## config.mk

```make
export PLATFORM = sky130hd
export DESIGN_NAME = ufc_ctrl
export DESIGN_NICKNAME = d
export VERILOG_FILES = /design/src/ufc_ctrl.v /design/src/ufc_sync.v /design/src/ufc_apb_master.v
export VERILOG_INCLUDE_DIRS = /design/src
export SDC_FILE = /design/constraint.sdc
export NUM_CORES = 1
export LEC_CHECK = 0
export BUFFER_PORTS_ARGS = -buffer_cell sky130_fd_sc_hd__buf_4
export CAP_MARGIN = 20
export CORE_ASPECT_RATIO = 0.75
export CORE_UTILIZATION = 30
export DETAILED_ROUTE_END_ITERATION = 7
export PLACE_DENSITY_LB_ADDON = 0.3
export SETUP_SLACK_MARGIN = 0.4
export SYNTH_ARGS = -nofsm -noshare
export SYNTH_HDL_FRONTEND = slang
export SYNTH_SLANG_ARGS = --single-unit
```

## constraint.sdc

```tcl
create_clock -name clk -period 9.2 [get_ports clk]
set_clock_uncertainty 0.1 [all_clocks]
set_input_delay 0.46 -clock clk [delete_from_list [all_inputs] [get_ports clk]]
set_output_delay 0.46 -clock clk [all_outputs]
set_load 0.1 [all_outputs]
```

## src/ufc_defs.vh

```
`ifndef UFC_DEFS_VH
`define UFC_DEFS_VH

// ----------------------------------------------------------------------
// Own register offsets (APB slave, byte addresses)
// ----------------------------------------------------------------------
`define UFC_R_CTRL 8'h00
`define UFC_R_CFG 8'h04
`define UFC_R_EPCFG 8'h08
`define UFC_R_TXDATA 8'h0C
`define UFC_R_STATUS 8'h10
`define UFC_R_EVENTS 8'h14
`define UFC_R_GSTS 8'h18

// ----------------------------------------------------------------------
// Device register offsets
// ----------------------------------------------------------------------
`define UFC_D_GINTSTS 32'h00000014
`define UFC_D_GINTMSK 32'h00000018
`define UFC_D_GRXFSIZ 32'h00000024
`define UFC_D_DIEPTXF0 32'h00000028
`define UFC_D_HCCHAR 32'h00000500
`define UFC_D_HCINT 32'h00000508
`define UFC_D_HCINTMSK 32'h0000050C
`define UFC_D_HCTSIZ 32'h00000510
`define UFC_D_DCFG 32'h00000800
`define UFC_D_DCTL 32'h00000804
`define UFC_D_DSTS 32'h00000808
`define UFC_D_DIEPMSK 32'h00000810
`define UFC_D_DOEPMSK 32'h00000814
`define UFC_D_ENDPOINT_INTERRUPT_MASK_REG 32'h0000081C
`define UFC_D_DIEPCTL0 32'h00000900
`define UFC_D_DIEPINT0 32'h00000908
`define UFC_D_DIEPTSIZ0 32'h00000910
`define UFC_D_DOEPCTL0 32'h00000B00
`define UFC_D_DOEPINT0 32'h00000B08
`define UFC_D_DOEPTSIZ0 32'h00000B10
`define UFC_D_CHFIFO 32'h00001000
`define UFC_EP_SHIFT 5

// ----------------------------------------------------------------------
// Device register fields
// ----------------------------------------------------------------------
`define UFC_GI_SOF 32'h00000008
`define UFC_GI_ESUSP 32'h00000400
`define UFC_GI_SUSP 32'h00000800
`define UFC_GI_RST 32'h00001000
`define UFC_GI_ENUM 32'h00002000
`define UFC_GI_IEP 32'h00040000
`define UFC_GI_OEP 32'h00080000
`define UFC_GI_HCH 32'h02000000
`define UFC_DS_SPD 2:1
`define UFC_SPD_FULL 2'h3
`define UFC_EC_VALID 32'h00008000
`define UFC_EC_DATA0 32'h10000000
`define UFC_EC_CNAK 32'h04000000
`define UFC_EC_SET_NAK 32'h08000000
`define UFC_EC_DIS 32'h40000000
`define UFC_EC_ENA 32'h80000000
`define UFC_EC_TYPE_LSB 18
`define UFC_EC_TXF_LSB 22
`define UFC_OI_TRANSFER_COMPLETE_FLAG 32'h00000001
`define UFC_OI_SETUP 32'h00000008
`define UFC_IM_TMO 32'h00000008
`define UFC_HI_TRANSFER_COMPLETE_FLAG 32'h00000001
`define UFC_HI_HALT 32'h00000002
`define UFC_HI_OVRUN 32'h00000200
`define UFC_HC_ISO 32'h00040000
`define UFC_HC_ODD 32'h20000000
`define UFC_TS_PKT1 32'h00080000
`define UFC_TS_SUP3 32'h60000000
`define UFC_EP0_MPS 11'h040
`define UFC_EP0_MPS_LOW 11'h008
`define UFC_EP0_CHUNK 32'h00000040
`define UFC_RX_WORDS (16'h0010 + 16'h0002 + 16'h000A)
`define UFC_TX0_WORDS 16'h0010
`define UFC_DCFG_ADDR_LSB 5

// ----------------------------------------------------------------------
// Script codes
// ----------------------------------------------------------------------
`define UFC_SC_POLL 4'h0
`define UFC_SC_INIT 4'h1
`define UFC_SC_RESET 4'h2
`define UFC_SC_ENUM 4'h3
`define UFC_SC_OEP 4'h4
`define UFC_SC_HCH 4'h5
`define UFC_SC_CLR 4'h6
`define UFC_SC_SADDR 4'h7
`define UFC_SC_ACT 4'h8
`define UFC_SC_DEACT 4'h9
`define UFC_SC_CHAN 4'hA
`define UFC_SC_PUSH 4'hB
`define UFC_SC_IEP 4'hC

`endif

```

## src/ufc_ctrl.v

```verilog
// Summary of operation
// - Deallocate on complete; disable on overrun
// - Program config, unmask interrupts, clear disconnect
// - On reset: NAK outs, unmask ep0 interrupts
// - Size receive and ep0 transmit FIFOs
// - Clear address, load setup count three
// - After enumeration set ep0 size, unmask SOF
// - SetAddress: write address, send status IN
// - Reconfigure endpoint, then endpoint interrupt mask
// - Stop pending transfer before clearing valid
// - SETUP flag set; reload setup count three
// - Ep0 OUT chunk at most sixty-four bytes
// - Re-enable control OUT on SETUP or complete
`include "ufc_defs.vh"

module ufc_ctrl #(
  parameter NUM_OUT_EP = 4,
  parameter NUM_EP = 4
) (
  input wire clk,
  input wire rst_n,
  input wire s_psel,
  input wire s_penable,
  input wire [7:0] s_paddr,
  input wire s_pwrite,
  input wire [31:0] s_pwdata,
  output reg [31:0] s_prdata,
  output wire s_pready,
  output wire s_pslverr,
  input wire dev_irq,
  output wire m_psel,
  output wire m_penable,
  output wire [31:0] m_paddr,
  output wire m_pwrite,
  output wire [31:0] m_pwdata,
  input wire [31:0] m_prdata,
  input wire m_pready
);
  localparam ST_IDLE = 3'b001;
  localparam ST_ISSUE = 3'b010;
  localparam ST_WAIT = 3'b100;
  localparam [31:0] LAST_EP_W = NUM_OUT_EP - 1;
  localparam [3:0] LAST_EP = LAST_EP_W[3:0];

  reg rst_q1;
  reg rst_q2;
  wire rst_sync_n;
  wire irq_s;
  reg [2:0] state;
  reg [3:0] script;
  reg [3:0] step;
  reg [3:0] ep_cnt;
  reg [31:0] rd_val;
  reg [31:0] gsts;
  reg [1:0] enum_speed;
  reg connected;
  reg [NUM_EP-1:0] ep_act;
  reg [5:0] pend;
  reg [5:0] events;
  reg [31:0] cfg;
  reg [31:0] epcfg;
  reg [31:0] txdata;
  wire mdone;
  wire [31:0] mrdata;
  wire mreq;
  reg [31:0] op_addr;
  reg [31:0] op_data;
  reg op_wr;
  reg op_last;
  reg op_skip;
  wire op_finish;
  reg [3:0] poll_next;
  reg [3:0] cmd_script;
  reg [5:0] pend_clr;
  reg [5:0] ev_set;
  wire [3:0] ep_num;
  wire [31:0] ep_off;
  wire [NUM_EP-1:0] ep_bit;
  wire [NUM_EP-1:0] act_mask;
  wire [31:0] daint_val;
  wire [10:0] mps0;
  wire [31:0] dcfg_base;
  wire [31:0] gmask;
  wire [31:0] ep_ctl;
  wire wr_en;
  wire mapped;

  // --------------------------------------------------------------------
  // Reset release and interrupt pin
  // --------------------------------------------------------------------
  always @(posedge clk or negedge rst_n) begin
    if (!rst_n) begin
      rst_q1 <= 1'b0;
      rst_q2 <= 1'b0;
    end else begin
      rst_q1 <= 1'b1;
      rst_q2 <= rst_q1;
    end
  end
  assign rst_sync_n = rst_q2;

  ufc_sync u_irq (
    .clk(clk),
    .rst_n(rst_sync_n),
    .din(dev_irq),
    .dout(irq_s)
  );

  // --------------------------------------------------------------------
  // Device bus master
  // --------------------------------------------------------------------
  assign mreq = (state == ST_ISSUE) && !op_skip;

  ufc_apb_master u_mst (
    .clk(clk),
    .rst_n(rst_sync_n),
    .req(mreq),
    .req_write(op_wr),
    .req_addr(op_addr),
    .req_wdata(op_data),
    .done(mdone),
    .rdata(mrdata),
    .psel(m_psel),
    .penable(m_penable),
    .paddr(m_paddr),
    .pwrite(m_pwrite),
    .pwdata(m_pwdata),
    .prdata(m_prdata),
    .pready(m_pready)
  );

  // --------------------------------------------------------------------
  // Operation table
  // --------------------------------------------------------------------
  assign ep_num = epcfg[3:0];
  assign ep_off = {28'h0000000, ep_num} << `UFC_EP_SHIFT;
  assign ep_bit = {{(NUM_EP-1){1'b0}}, 1'b1} << ep_num;
  assign act_mask = ep_act | {{(NUM_EP-1){1'b0}}, 1'b1};
  assign daint_val = {{(16-NUM_EP){1'b0}}, act_mask,
                      {(16-NUM_EP){1'b0}}, act_mask};
  assign mps0 = (enum_speed == `UFC_SPD_FULL) ? `UFC_EP0_MPS :
                `UFC_EP0_MPS_LOW;
  assign dcfg_base = {27'h0000000, cfg[4:0]};
  assign gmask = `UFC_GI_RST | `UFC_GI_ENUM | `UFC_GI_ESUSP |
                 `UFC_GI_SUSP | `UFC_GI_SOF | `UFC_GI_OEP |
                 `UFC_GI_IEP | `UFC_GI_HCH;
  assign ep_ctl = {21'h000000, epcfg[14:4]} | `UFC_EC_VALID |
                  ({30'h00000000, epcfg[16:15]} << `UFC_EC_TYPE_LSB) |
                  ({28'h0000000, epcfg[20:17]} << `UFC_EC_TXF_LSB) |
                  (epcfg[21] ? `UFC_EC_DATA0 : 32'h00000000);

  always @* begin
    op_addr = `UFC_D_GINTSTS;
    op_data = 32'h00000000;
    op_wr = 1'b1;
    op_last = 1'b0;
    op_skip = 1'b0;
    case (script)
      `UFC_SC_POLL: begin
        op_wr = 1'b0;
        op_last = 1'b1;
      end
      `UFC_SC_INIT: begin
        case (step)
          4'h0: begin
            op_addr = `UFC_D_DCFG;
            op_data = dcfg_base;
          end
          4'h1: begin
            op_addr = `UFC_D_GINTMSK;
            op_data = gmask;
          end
          default: begin
            op_addr = `UFC_D_DCTL;
            op_last = 1'b1;
          end
        endcase
      end
      `UFC_SC_RESET: begin
        case (step)
          4'h0: begin
            op_addr = `UFC_D_DOEPCTL0 + ({28'h0000000, ep_cnt} <<
                      `UFC_EP_SHIFT);
            op_data = `UFC_EC_SET_NAK;
          end
          4'h1: begin
            op_addr = `UFC_D_ENDPOINT_INTERRUPT_MASK_REG;
            op_data = daint_val;
          end
          4'h2: begin
            op_addr = `UFC_D_DOEPMSK;
            op_data = `UFC_OI_SETUP | `UFC_OI_TRANSFER_COMPLETE_FLAG;
          end
          4'h3: begin
            op_addr = `UFC_D_DIEPMSK;
            op_data = `UFC_OI_TRANSFER_COMPLETE_FLAG | `UFC_IM_TMO;
          end
          4'h4: begin
            op_addr = `UFC_D_GRXFSIZ;
            op_data = {16'h0000, `UFC_RX_WORDS};
          end
          4'h5: begin
            op_addr = `UFC_D_DIEPTXF0;
            op_data = {`UFC_TX0_WORDS, `UFC_RX_WORDS};
          end
          4'h6: begin
            op_addr = `UFC_D_DCFG;
            op_data = dcfg_base;
          end
          4'h7: begin
            op_addr = `UFC_D_DOEPTSIZ0;
            op_data = `UFC_TS_SUP3;
          end
          default: begin
            op_data = `UFC_GI_RST;
            op_last = 1'b1;
          end
        endcase
      end
      `UFC_SC_ENUM: begin
        case (step)
          4'h0: begin
            op_addr = `UFC_D_DSTS;
            op_wr = 1'b0;
          end
          4'h1: begin
            op_addr = `UFC_D_DIEPCTL0;
            op_data = {21'h000000, mps0};
          end
          4'h2: begin
            op_addr = `UFC_D_GINTMSK;
            op_data = gmask;
          end
          default: begin
            op_data = `UFC_GI_ENUM;
            op_last = 1'b1;
          end
        endcase
      end
      `UFC_SC_OEP: begin
        case (step)
          4'h0: begin
            op_addr = `UFC_D_DOEPINT0;
            op_wr = 1'b0;
          end
          4'h1: begin
            op_addr = `UFC_D_DOEPTSIZ0;
            op_data = `UFC_TS_SUP3 | `UFC_TS_PKT1 |
                      `UFC_EP0_CHUNK;
          end
          4'h2: begin
            op_addr = `UFC_D_DOEPINT0;
            op_data = rd_val;
          end
          default: begin
            op_addr = `UFC_D_DOEPCTL0;
            op_data = `UFC_EC_ENA | `UFC_EC_CNAK;
            op_skip = !(rd_val[0] || rd_val[3]);
            op_last = 1'b1;
          end
        endcase
      end
      `UFC_SC_HCH: begin
        case (step)
          4'h0: begin
            op_addr = `UFC_D_HCINT;
            op_wr = 1'b0;
          end
          4'h1: begin
            op_addr = (rd_val & `UFC_HI_TRANSFER_COMPLETE_FLAG) != 32'h0 ?
                      `UFC_D_HCCHAR : `UFC_D_HCINTMSK;
            op_data = (rd_val & `UFC_HI_OVRUN) != 32'h0 ?
                      (`UFC_HI_TRANSFER_COMPLETE_FLAG | `UFC_HI_OVRUN | `UFC_HI_HALT) :
                      (`UFC_HI_TRANSFER_COMPLETE_FLAG | `UFC_HI_OVRUN);
            if ((rd_val & `UFC_HI_TRANSFER_COMPLETE_FLAG) != 32'h0) begin
              op_data = 32'h00000000;
            end
          end
          4'h2: begin
            op_addr = `UFC_D_HCCHAR;
            op_data = (rd_val & `UFC_HI_OVRUN) != 32'h0 ?
                      (`UFC_EC_ENA | `UFC_EC_DIS) : 32'h00000000;
            op_skip = (rd_val & `UFC_HI_TRANSFER_COMPLETE_FLAG) != 32'h0;
          end
          default: begin
            op_addr = `UFC_D_HCINT;
            op_data = rd_val;
            op_last = 1'b1;
          end
        endcase
      end
      `UFC_SC_IEP: begin
        op_addr = `UFC_D_DIEPINT0;
        op_wr = (step != 4'h0);
        op_data = rd_val;
        op_last = (step != 4'h0);
      end
      `UFC_SC_SADDR: begin
        case (step)
          4'h0: begin
            op_addr = `UFC_D_DCFG;
            op_data = dcfg_base | ({25'h0000000, cfg[11:5]} <<
                      `UFC_DCFG_ADDR_LSB);
          end
          4'h1: begin
            op_addr = `UFC_D_DIEPTSIZ0;
            op_data = `UFC_TS_PKT1;
          end
          default: begin
            op_addr = `UFC_D_DIEPCTL0;
            op_data = `UFC_EC_ENA | `UFC_EC_CNAK |
                      {21'h000000, mps0};
            op_last = 1'b1;
          end
        endcase
      end
      `UFC_SC_ACT: begin
        op_addr = (step == 4'h0) ? (`UFC_D_DIEPCTL0 + ep_off) :
                  `UFC_D_ENDPOINT_INTERRUPT_MASK_REG;
        op_data = (step == 4'h0) ? ep_ctl : daint_val;
        op_last = (step != 4'h0);
      end
      `UFC_SC_DEACT: begin
        case (step)
          4'h0: begin
            op_addr = `UFC_D_DIEPCTL0 + ep_off;
            op_data = `UFC_EC_DIS | `UFC_EC_SET_NAK;
          end
          4'h1: begin
            op_addr = `UFC_D_DIEPCTL0 + ep_off;
          end
          default: begin
            op_addr = `UFC_D_ENDPOINT_INTERRUPT_MASK_REG;
            op_data = daint_val;
            op_last = 1'b1;
          end
        endcase
      end
      `UFC_SC_CHAN: begin
        case (step)
          4'h0: begin
            op_addr = `UFC_D_HCINTMSK;
            op_data = `UFC_HI_TRANSFER_COMPLETE_FLAG | `UFC_HI_OVRUN;
          end
          4'h1: begin
            op_addr = `UFC_D_HCTSIZ;
            op_data = `UFC_TS_PKT1 | {21'h000000, epcfg[14:4]};
          end
          default: begin
            op_addr = `UFC_D_HCCHAR;
            op_data = `UFC_HC_ODD | `UFC_HC_ISO | `UFC_EC_ENA |
                      {21'h000000, epcfg[14:4]};
            op_last = 1'b1;
          end
        endcase
      end
      `UFC_SC_PUSH: begin
        op_addr = `UFC_D_CHFIFO;
        op_data = txdata;
        op_last = 1'b1;
      end
      default: begin
        op_data = gsts;
        op_last = 1'b1;
      end
    endcase
  end

  // --------------------------------------------------------------------
  // Dispatch
  // --------------------------------------------------------------------
  assign op_finish = ((state == ST_ISSUE) && op_skip) ||
                     ((state == ST_WAIT) && mdone);

  always @* begin
    poll_next = `UFC_SC_CLR;
    if ((mrdata & `UFC_GI_RST) != 32'h0) begin
      poll_next = `UFC_SC_RESET;
    end else if ((mrdata & `UFC_GI_ENUM) != 32'h0) begin
      poll_next = `UFC_SC_ENUM;
    end else if ((mrdata & `UFC_GI_OEP) != 32'h0) begin
      poll_next = `UFC_SC_OEP;
    end else if ((mrdata & `UFC_GI_IEP) != 32'h0) begin
      poll_next = `UFC_SC_IEP;
    end else if ((mrdata & `UFC_GI_HCH) != 32'h0) begin
      poll_next = `UFC_SC_HCH;
    end
    pend_clr = pend & (~pend + 6'h01);
    case (pend_clr)
      6'h01: cmd_script = `UFC_SC_INIT;
      6'h02: cmd_script = `UFC_SC_SADDR;
      6'h04: cmd_script = `UFC_SC_ACT;
      6'h08: cmd_script = `UFC_SC_DEACT;
      6'h10: cmd_script = `UFC_SC_CHAN;
      default: cmd_script = `UFC_SC_PUSH;
    endcase
    if ((state != ST_IDLE) || irq_s) begin
      pend_clr = 6'h00;
    end
    ev_set = 6'h00;
    if (op_finish && (step == 4'h0)) begin
      case (script)
        `UFC_SC_ENUM: ev_set[1] = 1'b1;
        `UFC_SC_OEP: ev_set[3:2] = {mrdata[0], mrdata[3]};
        `UFC_SC_HCH: ev_set[5:4] = mrdata[1:0];
        default: ev_set = 6'h00;
      endcase
    end
    if (op_finish && op_last && (script == `UFC_SC_RESET)) begin
      ev_set[0] = 1'b1;
    end
  end

  always @(posedge clk or negedge rst_sync_n) begin
    if (!rst_sync_n) begin
      state <= ST_IDLE;
      script <= `UFC_SC_POLL;
      step <= 4'h0;
      ep_cnt <= 4'h0;
      rd_val <= 32'h00000000;
      gsts <= 32'h00000000;
      enum_speed <= 2'h0;
      connected <= 1'b0;
      ep_act <= {NUM_EP{1'b0}};
    end else begin
      case (state)
        ST_IDLE: begin
          step <= 4'h0;
          ep_cnt <= 4'h0;
          if (irq_s) begin
            script <= `UFC_SC_POLL;
            state <= ST_ISSUE;
          end else if (pend != 6'h00) begin
            script <= cmd_script;
            state <= ST_ISSUE;
          end
        end
        ST_ISSUE: begin
          if (!op_skip) begin
            state <= ST_WAIT;
          end
        end
        ST_WAIT: begin
        end
        default: state <= ST_IDLE;
      endcase
      if (op_finish) begin
        if (!op_wr && !op_skip) begin
          rd_val <= mrdata;
        end
        if (script == `UFC_SC_POLL) begin
          gsts <= mrdata;
        end
        if ((script == `UFC_SC_ENUM) && (step == 4'h0)) begin
          enum_speed <= mrdata[`UFC_DS_SPD];
        end
        if ((script == `UFC_SC_ACT) && (step == 4'h0)) begin
          ep_act <= ep_act | ep_bit;
        end
        if ((script == `UFC_SC_DEACT) && (step == 4'h1)) begin
          ep_act <= ep_act & ~ep_bit;
        end
        if ((script == `UFC_SC_INIT) && op_last) begin
          connected <= 1'b1;
        end
        if (op_last && (script == `UFC_SC_POLL)) begin
          script <= poll_next;
          step <= 4'h0;
          state <= ST_ISSUE;
        end else if (op_last) begin
          state <= ST_IDLE;
        end else if ((script == `UFC_SC_RESET) && (step == 4'h0) &&
                     (ep_cnt != LAST_EP)) begin
          ep_cnt <= ep_cnt + 4'h1;
          state <= ST_ISSUE;
        end else begin
          step <= step + 4'h1;
          state <= ST_ISSUE;
        end
      end
    end
  end

  // --------------------------------------------------------------------
  // Own registers
  // --------------------------------------------------------------------
  assign wr_en = s_psel && s_penable && s_pwrite;
  assign mapped = (s_paddr <= `UFC_R_GSTS) && (s_paddr[1:0] == 2'b00);
  assign s_pready = 1'b1;
  assign s_pslverr = s_psel && s_penable && !mapped;

  always @(posedge clk or negedge rst_sync_n) begin
    if (!rst_sync_n) begin
      pend <= 6'h00;
      events <= 6'h00;
      cfg <= 32'h00000000;
      epcfg <= 32'h00000000;
      txdata <= 32'h00000000;
      s_prdata <= 32'h00000000;
    end else begin
      // Set wins: a command or event in the clearing cycle survives
      pend <= (pend & ~pend_clr) |
              ((wr_en && s_paddr == `UFC_R_CTRL) ? s_pwdata[5:0] : 6'h00);
      events <= (events & ~((wr_en && s_paddr == `UFC_R_EVENTS) ?
                s_pwdata[5:0] : 6'h00)) | ev_set;
      if (wr_en && s_paddr == `UFC_R_CFG) begin
        cfg <= s_pwdata;
      end
      if (wr_en && s_paddr == `UFC_R_EPCFG) begin
        epcfg <= s_pwdata;
      end
      if (wr_en && s_paddr == `UFC_R_TXDATA) begin
        txdata <= s_pwdata;
      end
      if (s_psel && !s_penable) begin
        case (s_paddr)
          `UFC_R_CTRL: s_prdata <= {26'h0000000, pend};
          `UFC_R_CFG: s_prdata <= cfg;
          `UFC_R_EPCFG: s_prdata <= epcfg;
          `UFC_R_TXDATA: s_prdata <= txdata;
          `UFC_R_STATUS: s_prdata <= {{(28-NUM_EP){1'b0}}, ep_act,
                                      connected, enum_speed,
                                      state != ST_IDLE};
          `UFC_R_EVENTS: s_prdata <= {26'h0000000, events};
          `UFC_R_GSTS: s_prdata <= gsts;
          default: s_prdata <= 32'h00000000;
        endcase
      end
    end
  end
endmodule // ufc_ctrl

```

## src/ufc_sync.v

```verilog
module ufc_sync (
  input wire clk,
  input wire rst_n,
  input wire din,
  output reg dout
);
  reg s1;
  reg s2;
  reg s3;

  // A change counts only once the last two stages agree
  always @(posedge clk or negedge rst_n) begin
    if (!rst_n) begin
      s1 <= 1'b0;
      s2 <= 1'b0;
      s3 <= 1'b0;
      dout <= 1'b0;
    end else begin
      s1 <= din;
      s2 <= s1;
      s3 <= s2;
      if (s2 == s3) begin
        dout <= s3;
      end
    end
  end
endmodule // ufc_sync

```

## src/ufc_apb_master.v

```verilog
`include "ufc_defs.vh"

module ufc_apb_master (
  input wire clk,
  input wire rst_n,
  input wire req,
  input wire req_write,
  input wire [31:0] req_addr,
  input wire [31:0] req_wdata,
  output reg done,
  output reg [31:0] rdata,
  output reg psel,
  output reg penable,
  output reg [31:0] paddr,
  output reg pwrite,
  output reg [31:0] pwdata,
  input wire [31:0] prdata,
  input wire pready
);
  // No wait count is assumed: the access phase holds until pready
  always @(posedge clk or negedge rst_n) begin
    if (!rst_n) begin
      psel <= 1'b0;
      penable <= 1'b0;
      paddr <= 32'h00000000;
      pwrite <= 1'b0;
      pwdata <= 32'h00000000;
      rdata <= 32'h00000000;
      done <= 1'b0;
    end else begin
      done <= 1'b0;
      if (req && !psel) begin
        psel <= 1'b1;
        penable <= 1'b0;
        paddr <= req_addr;
        pwrite <= req_write;
        pwdata <= req_wdata;
      end else if (psel && !penable) begin
        penable <= 1'b1;
      end else if (psel && penable && pready) begin
        psel <= 1'b0;
        penable <= 1'b0;
        rdata <= prdata;
        done <= 1'b1;
      end
    end
  end
endmodule // ufc_apb_master

```

==> out/summary.txt, run 1 <==
Synth Area in Simple Gates: 9.97%
Ranking of synthesized cells by area: dfrtp_1 (50%), mux2_2 (15%), nand2_1 (3.2%)
Clock Power Share: 30.8%
PostCTS Resize Cnt: 0
Sum of negative setup slack: 0 ns
FFs w/ async S/R, synth: 100%
Core area: 50500 um^2
Sw Share: 38.0%
Startpoint of the worst hold path: m_prdata[7]
Seq/Total Area, Yosys: 50.5%
Die H: 198 um
Initial antenna violation count: 1
Area of placed instances: 17200 um^2
Setup crit end: rd_val[6]$_DFFE_PN0P_
P_sw: 1.66 mW
Post-synthesis adder-cell area fraction: 0.471%
Largest net degree at the start of global routing: 160
Internal power: 2.70 mW
Fin nets: 1578
CTS tree: done
Top_reg_cell synth: dfrtp_1
Netlist Area Pre-Place: 15400 um^2
Fin crit share: 41.0%
WS Path Type: register to register
Synth area leader: dfrtp_1
Final Wtd Congestion: 0.954
Hold Crit Class: input port to register
CTS H-tree lvls: 2
Synth unique cells: 83
Post-route antenna net violation count: 0
Reg2reg path depth: 7
Pwr Total: 4.36 mW
DRT Pass-1 Iters: 6
Final Hold Viols: 0
Vias in the first global route: 11949
Power Density: 238 nW/um^2
Total track usage: 20.5%
Die area: 52300 um^2
Critical path arrival: 4.09 ns
Final slew viol count: 0
Crit-path max FO: 23
Worst-Margin Slew: 1.04 ns
XOR/XNOR Fraction of Synth Area: 0.171%
Startpoint Class: register
Residual DRC: 0
Status: finished clean
Starting DRT DRC Count: 1065
Row cnt: 71
Highest clock rate: 265 MHz
Area grow syn2layout: 18.9%
Period minus WS final: 3.77 ns
Average vias per placed instance: 5.44
Reg2Reg Launch Point: script[3]$_DFF_PN0_
Gate power share: 26.9%
Mux cell area share after synthesis: 18.7%
Die width: 264 um
First-pass GRT wire length: 80.0 mm
I/O Pins: 180
Worst path cell trace: or4b_4 -> a2111oi_4 -> or2_2 -> nor2_1 -> nand2_1 -> buf_4 -> mux2_2
Post-synthesis compound-gate area fraction: 15.7%
Dpl hpwl: 37.4 mm
Ys Warns: 0
DR vias: 11826
Sequential Power Share: 42.3%
Number of flops mapped to enable cells by yosys: 0
Max cap viols: 0
Gr ovfl total: 0
Largest family of logic cells by synthesized area: multiplexers
Setup crit end kind: register
Fillers: 5017
Yosys top cell area share: 50.4%
Final core utilization: 36.3%
Worst setup path startpoint: script[3]$_DFF_PN0_
Mapped Cells: 1362
Slew headroom: 30.6%
CTS Sinks: 311
Final wirelength: 53.8 mm
Syn_area_per_cell: 11.3 um^2
Post-Layout Inst Area: 18300 um^2
Clock buffer depth: 3
Yosys reg bits: 311
WP data required: 9.52 ns
Clk_lat worst skew: 0.53 ns
Port bufs: 157
Max stage delay on crit path: 0.73 ns
Peak VDD IR: 0.209 mV
RSZ-0062 raised after global routing: no
Layout cell share with drive strength beyond 1: 33.3%
CTS Buf Count: 34
Root Driver: clkbuf_16
Crit path max-delay cell type: or4b_4
Clock-pin transition on the worst setup and hold timing paths: 0.06 ns
Leak: 8.41 nW
WL/cell: 24.7 um
Initial Util: 30.5%
R2R Path End: rd_val[6]$_DFFE_PN0P_
Final setup viols: 0
Worst hold slack: 0.0550 ns
R2R setup slack: 5.43 ns
[placed cells by master, fill, tap and decap left out, types with 7 or more instances in the layout]
cell type,instances
a31oi_1,12
mux2_4,29
and3_1,8
mux2_2,201
a221o_1,11
nand3_1,17
o22ai_1,10
clkbuf_8,10
o21ai_0,91
mux2i_1,9
o211ai_1,11
o31ai_1,17
a22o_1,37
clkbuf_16,34
nor3_1,16
nand4_1,7
a21oi_1,40
buf_4,186
conb_1,23
nor2_1,66
nand2b_1,9
a222oi_1,8
nor2b_1,13
inv_1,21
nand2_1,132
dfrtp_1,309
a22oi_1,37
[through the flow]
step | instances | worst slack, ns
after global placement | 2111 | 5.58
after floorplan | 1383 | 4.01
final | 2174 | 5.43
after global routing | 2173 | 5.34
after CTS | 2171 | 5.49
after detailed placement | 2111 | 5.48
[worst min-delay path by stage]
stage / cells past startpoint / end / slack, ns
finish: 2 / u_mst.rdata[7]$_DFFE_PN0P_ / 0.05
global route: 2 / u_mst.rdata[11]$_DFFE_PN0P_ / 0.04
CTS: 2 / u_mst.rdata[7]$_DFFE_PN0P_ / 0.03
detailed placement: 1 / rst_q1$_DFF_PN0_ / 0.14
global placement: 1 / rst_q1$_DFF_PN0_ / 0.14
floorplan: 0 / rst_q1$_DFF_PN0_ / 0.06
[flip-flops by register name, summed over array words and instances (netlist names), 2 cells and up, named ones only]
name and count:
cfg 32, enum_speed 2, ep_cnt 4, epcfg 32, events 6, gsts 32, pend 6, rd_val 32
s_prdata 32, script 4, state 3, step 4, txdata 32, u_mst.paddr 11, u_mst.pwdata 32, u_mst.rdata 32
[per-layer routing]
metal / global-route usage (%) / vias to the layer above / wire, um
met2: 30.1 / 418 / 22900
met5: 0 / - / 13
li1: - / 5251 / -
met1: 30.7 / 6077 / 26300
met3: 3.76 / 78 / 3490
met4: 4.87 / 2 / 1100
[final cells by class]
cell class	instances	area, um^2	share of cell area [%]
well taps	657	822	4.49
clock inverters	8	58.8	0.321
repair buffers	191	1480	8.10
diodes	1	2.50	0.0137
flip-flops and latches	311	7790	42.5
inverters	21	78.8	0.430
clock buffers	50	1010	5.52
multi-input cells	935	7070	38.6
[kinds of logic (layout without fill, tap and decap cells)]
kind of cell	Yosys count	count (layout)
simple gates	318	318
fa+ha+maj	6	6
mux	243	243
compound gates	342	342
xor+xnor	3	3
flops	311	311
buf+inv	137	270
other cells	2	24
[power groups by stage]
stage	Combinational, mW	Sequential [mW]	Clock (mW)
2_1_floorplan	0.441	2.21	0
4_1_cts	1.17	1.84	1.38
5_1_grt	1.24	1.87	1.43
3_5_place_dp	1.17	1.86	0
3_3_place_gp	1.16	1.85	0
6_report	1.17	1.84	1.34
[cells in the mapped netlist (5+ instances only)]
cell / instances
o211ai_1: 11
a221o_1: 11
a22o_1: 37
a21oi_1: 40
buf_4: 23
inv_1: 21
a31oi_1: 12
ha_1: 5
o21ai_0: 91
nor2_1: 67
mux2i_1: 9
nor2b_1: 14
a222oi_1: 8
nand2_1: 132
clkbuf_1: 60
nand3b_1: 5
and3_1: 8
o22ai_1: 10
o31ai_1: 17
and2_1: 5
a221oi_1: 6
buf_1: 18
buf_2: 10
nand3_1: 19
nand4_1: 7
nor3_1: 17
a22oi_1: 37
a2111oi_0: 6
mux2_4: 29
nand2b_1: 10
dfrtp_1: 310
o32ai_1: 5
a32o_1: 5
a21o_1: 6
mux2_2: 201
[repair_timing]
action                                  CTS  global route
hold endpoints to repair                  3             0
endpoints found under the setup margin    0             0
setup buffers                             0             0
hold buffers                              2             0
[worst max-delay path: cells and delay by family, from the launching register on]
family | cells | cell delay [ns]
AO/OA/AOI/OAI | 1 | 0.41
AND/OR/NAND/NOR | 4 | 1.50
multiplexers | 1 | 0.39
buffers and inverters | 1 | 0.51
flip-flops | 1 | 0.70
Power figures use the tool's default switching activity.
==> inputs of run 2 (changes only) <==
Clock period 9.2 ns to 3.65 ns, I/O delays scaled along.
==> out/summary.txt, run 2 (synthesis results as in run 1) <==
Status: finished clean
Clock buffer depth: 3
Area grow syn2layout: 24.7%
Startpoint Class: register
I/O Pins: 180
Fillers: 5001
Post-Layout Inst Area: 19200 um^2
Final slew viol count: 0
Core area: 50500 um^2
Initial Util: 30.5%
Footprint of the multi-input gates: 7080 um^2
Row cnt: 71
RSZ-0062 raised after global routing: yes
R2R setup slack: 0.54 ns
Register area: 7790 um^2
Highest clock rate: 321 MHz
WS Path Type: register to register
Fin crit share: 85.3%
First-pass GRT wire length: 80.8 mm
WL/cell: 23.9 um
Worst path cell trace: inv_1 -> ha_2 -> or3b_2 -> o32ai_1 -> a21oi_1 -> nor2_1 -> and3_1 -> mux2i_1
Die area: 52300 um^2
Post-route antenna net violation count: 0
Final Hold Viols: 0
CTS Buf Count: 34
# diodes: 0
Root Driver: clkbuf_16
Crit path max-delay cell type: or3b_2
CTS Sinks: 311
Worst-Margin Slew: 0.928 ns
Port bufs: 157
DRT Pass-1 Iters: 5
Clock-pin transition on the worst setup and hold timing paths: 0.06 ns
Fin nets: 1664
Critical path arrival: 3.45 ns
Setup repair bufs after CTS: 0
Die H: 198 um
Residual DRC: 0
Hold Crit Class: input port to register
Commonest non-fill, non-tap cell in the layout: dfrtp_1
Dpl hpwl: 37.7 mm
Peak VDD IR: 0.404 mV
Largest net degree at the start of global routing: 82
Most frequent cells in the layout: dfrtp_1 (309), mux2_2 (201), buf_4 (201), nand2_1 (132), o21ai_0 (90)
Period minus WS final: 3.11 ns
Initial antenna violation count: 0
Average vias per placed instance: 5.40
Max cap viols: 0
Max stage delay on crit path: 0.63 ns
CTS tree: done
DR vias: 12218
Final wirelength: 54.2 mm
Final setup viols: 0
WP data required: 3.99 ns
Layout cell share with drive strength beyond 1: 33.0%
CTS H-tree lvls: 2
Leak: 8.83 nW
Sum of negative setup slack: 0 ns
Area of placed instances: 17400 um^2
Power Density: 574 nW/um^2
Clk_lat worst skew: 0.53 ns
Vias in the first global route: 12180
Gr ovfl total: 0
Die width: 264 um
Setup crit end kind: register
Total track usage: 20.6%
Slew headroom: 37.6%
Crit-path max FO: 9
Starting DRT DRC Count: 1125
Final Wtd Congestion: 0.988
[run 2: cell types whose count changed in the layout (fill, tap and decap cells not counted), sizes merged]
cell	previous run	this run
clkbuf	50	49
dlygate4sd3	2	68
inv	23	24
clkinvlp	0	1
buf	189	208
diode	1	0
clkinv	6	9
[run 2: layout make-up]
| class | instances | share of cell area, % |
|---|---|---|
| Clock inverter | 13 | 0.410 |
| Inverter | 21 | 0.410 |
| Tap cell | 657 | 4.28 |
| Sequential cell | 311 | 40.5 |
| Timing Repair Buffer | 277 | 12.3 |
| Clock buffer | 48 | 5.23 |
| Multi-Input combinational cell | 935 | 36.9 |
[run 2: repair_timing]
| item | 4_1_cts | 5_1_grt |
|---|---|---|
| cloned | 0 | 1 |
| setup endpoints to repair | 3 | 41 |
| endpoints found under the hold margin | 146 | 0 |
| pin swaps | 0 | 1 |
| gates resized for setup | 1 | 7 |
| hold buffers | 68 | 0 |
[run 2: worst paths after layout]
path / startpoint / cells past startpoint / to
setup / recovery: step[0]$_DFF_PN0_ / 8 / ep_cnt[1]$_DFF_PN0_
hold / removal: s_paddr[4] / 3 / s_prdata[5]$_DFFE_PN0P_
setup reg to reg: step[0]$_DFF_PN0_ / 8 / ep_cnt[1]$_DFF_PN0_
hold reg to reg: rst_q1$_DFF_PN0_ / 0 / rst_q2$_DFF_PN0_
max in group asynchronous: rst_q2$_DFF_PN0_ / 1 / rd_val[21]$_DFFE_PN0P_
min in group asynchronous: rst_q2$_DFF_PN0_ / 0 / gsts[1]$_DFFE_PN0P_
[run 2: critical path, delay by kind of cell (launching register included)]
family                     cells  cell delay, ns
DFF                            1            0.43
muxes                          1            0.23
and+or+nand+nor                3            1.26
AOI/OAI and AO/OA              2            0.53
buffers and inverters          1            0.14
adders and majority gates      1            0.32
[run 2: per-stage QoR]
| stage | hold WS [ns] | util [%] | cells | total power [mW] | setup slack (ns) |
|---|---|---|---|---|---|
| after floorplan | -0.213 | - | 1383 | 6.67 | 0.461 |
| after global placement | -0.133 | 34.5 | 2132 | 7.61 | 0.464 |
| final | 0.0987 | 38.1 | 2262 | 11.0 | 0.536 |
| after CTS | 0.0850 | 38.0 | 2261 | 11.1 | 0.417 |
| after detailed placement | -0.133 | 34.5 | 2132 | 7.65 | 0.398 |
| after global routing | 0.123 | 38.1 | 2262 | 11.5 | 0.387 |
[run 2: power breakdown]
part / switching (mW) / internal, mW
Sequential: 0.620 / 4.02
Combinational: 2.10 / 0.930
Clock: 1.44 / 1.93
Total: 4.16 / 6.88
[run 2: metal layers]
metal	track usage (%)	vias to the layer above	wire length (um)
li1	-	5432	-
met1	31.1	6240	26600
met2	29.7	464	22700
met3	3.90	82	3720
met4	5.35	0	1160
met5	0	-	0
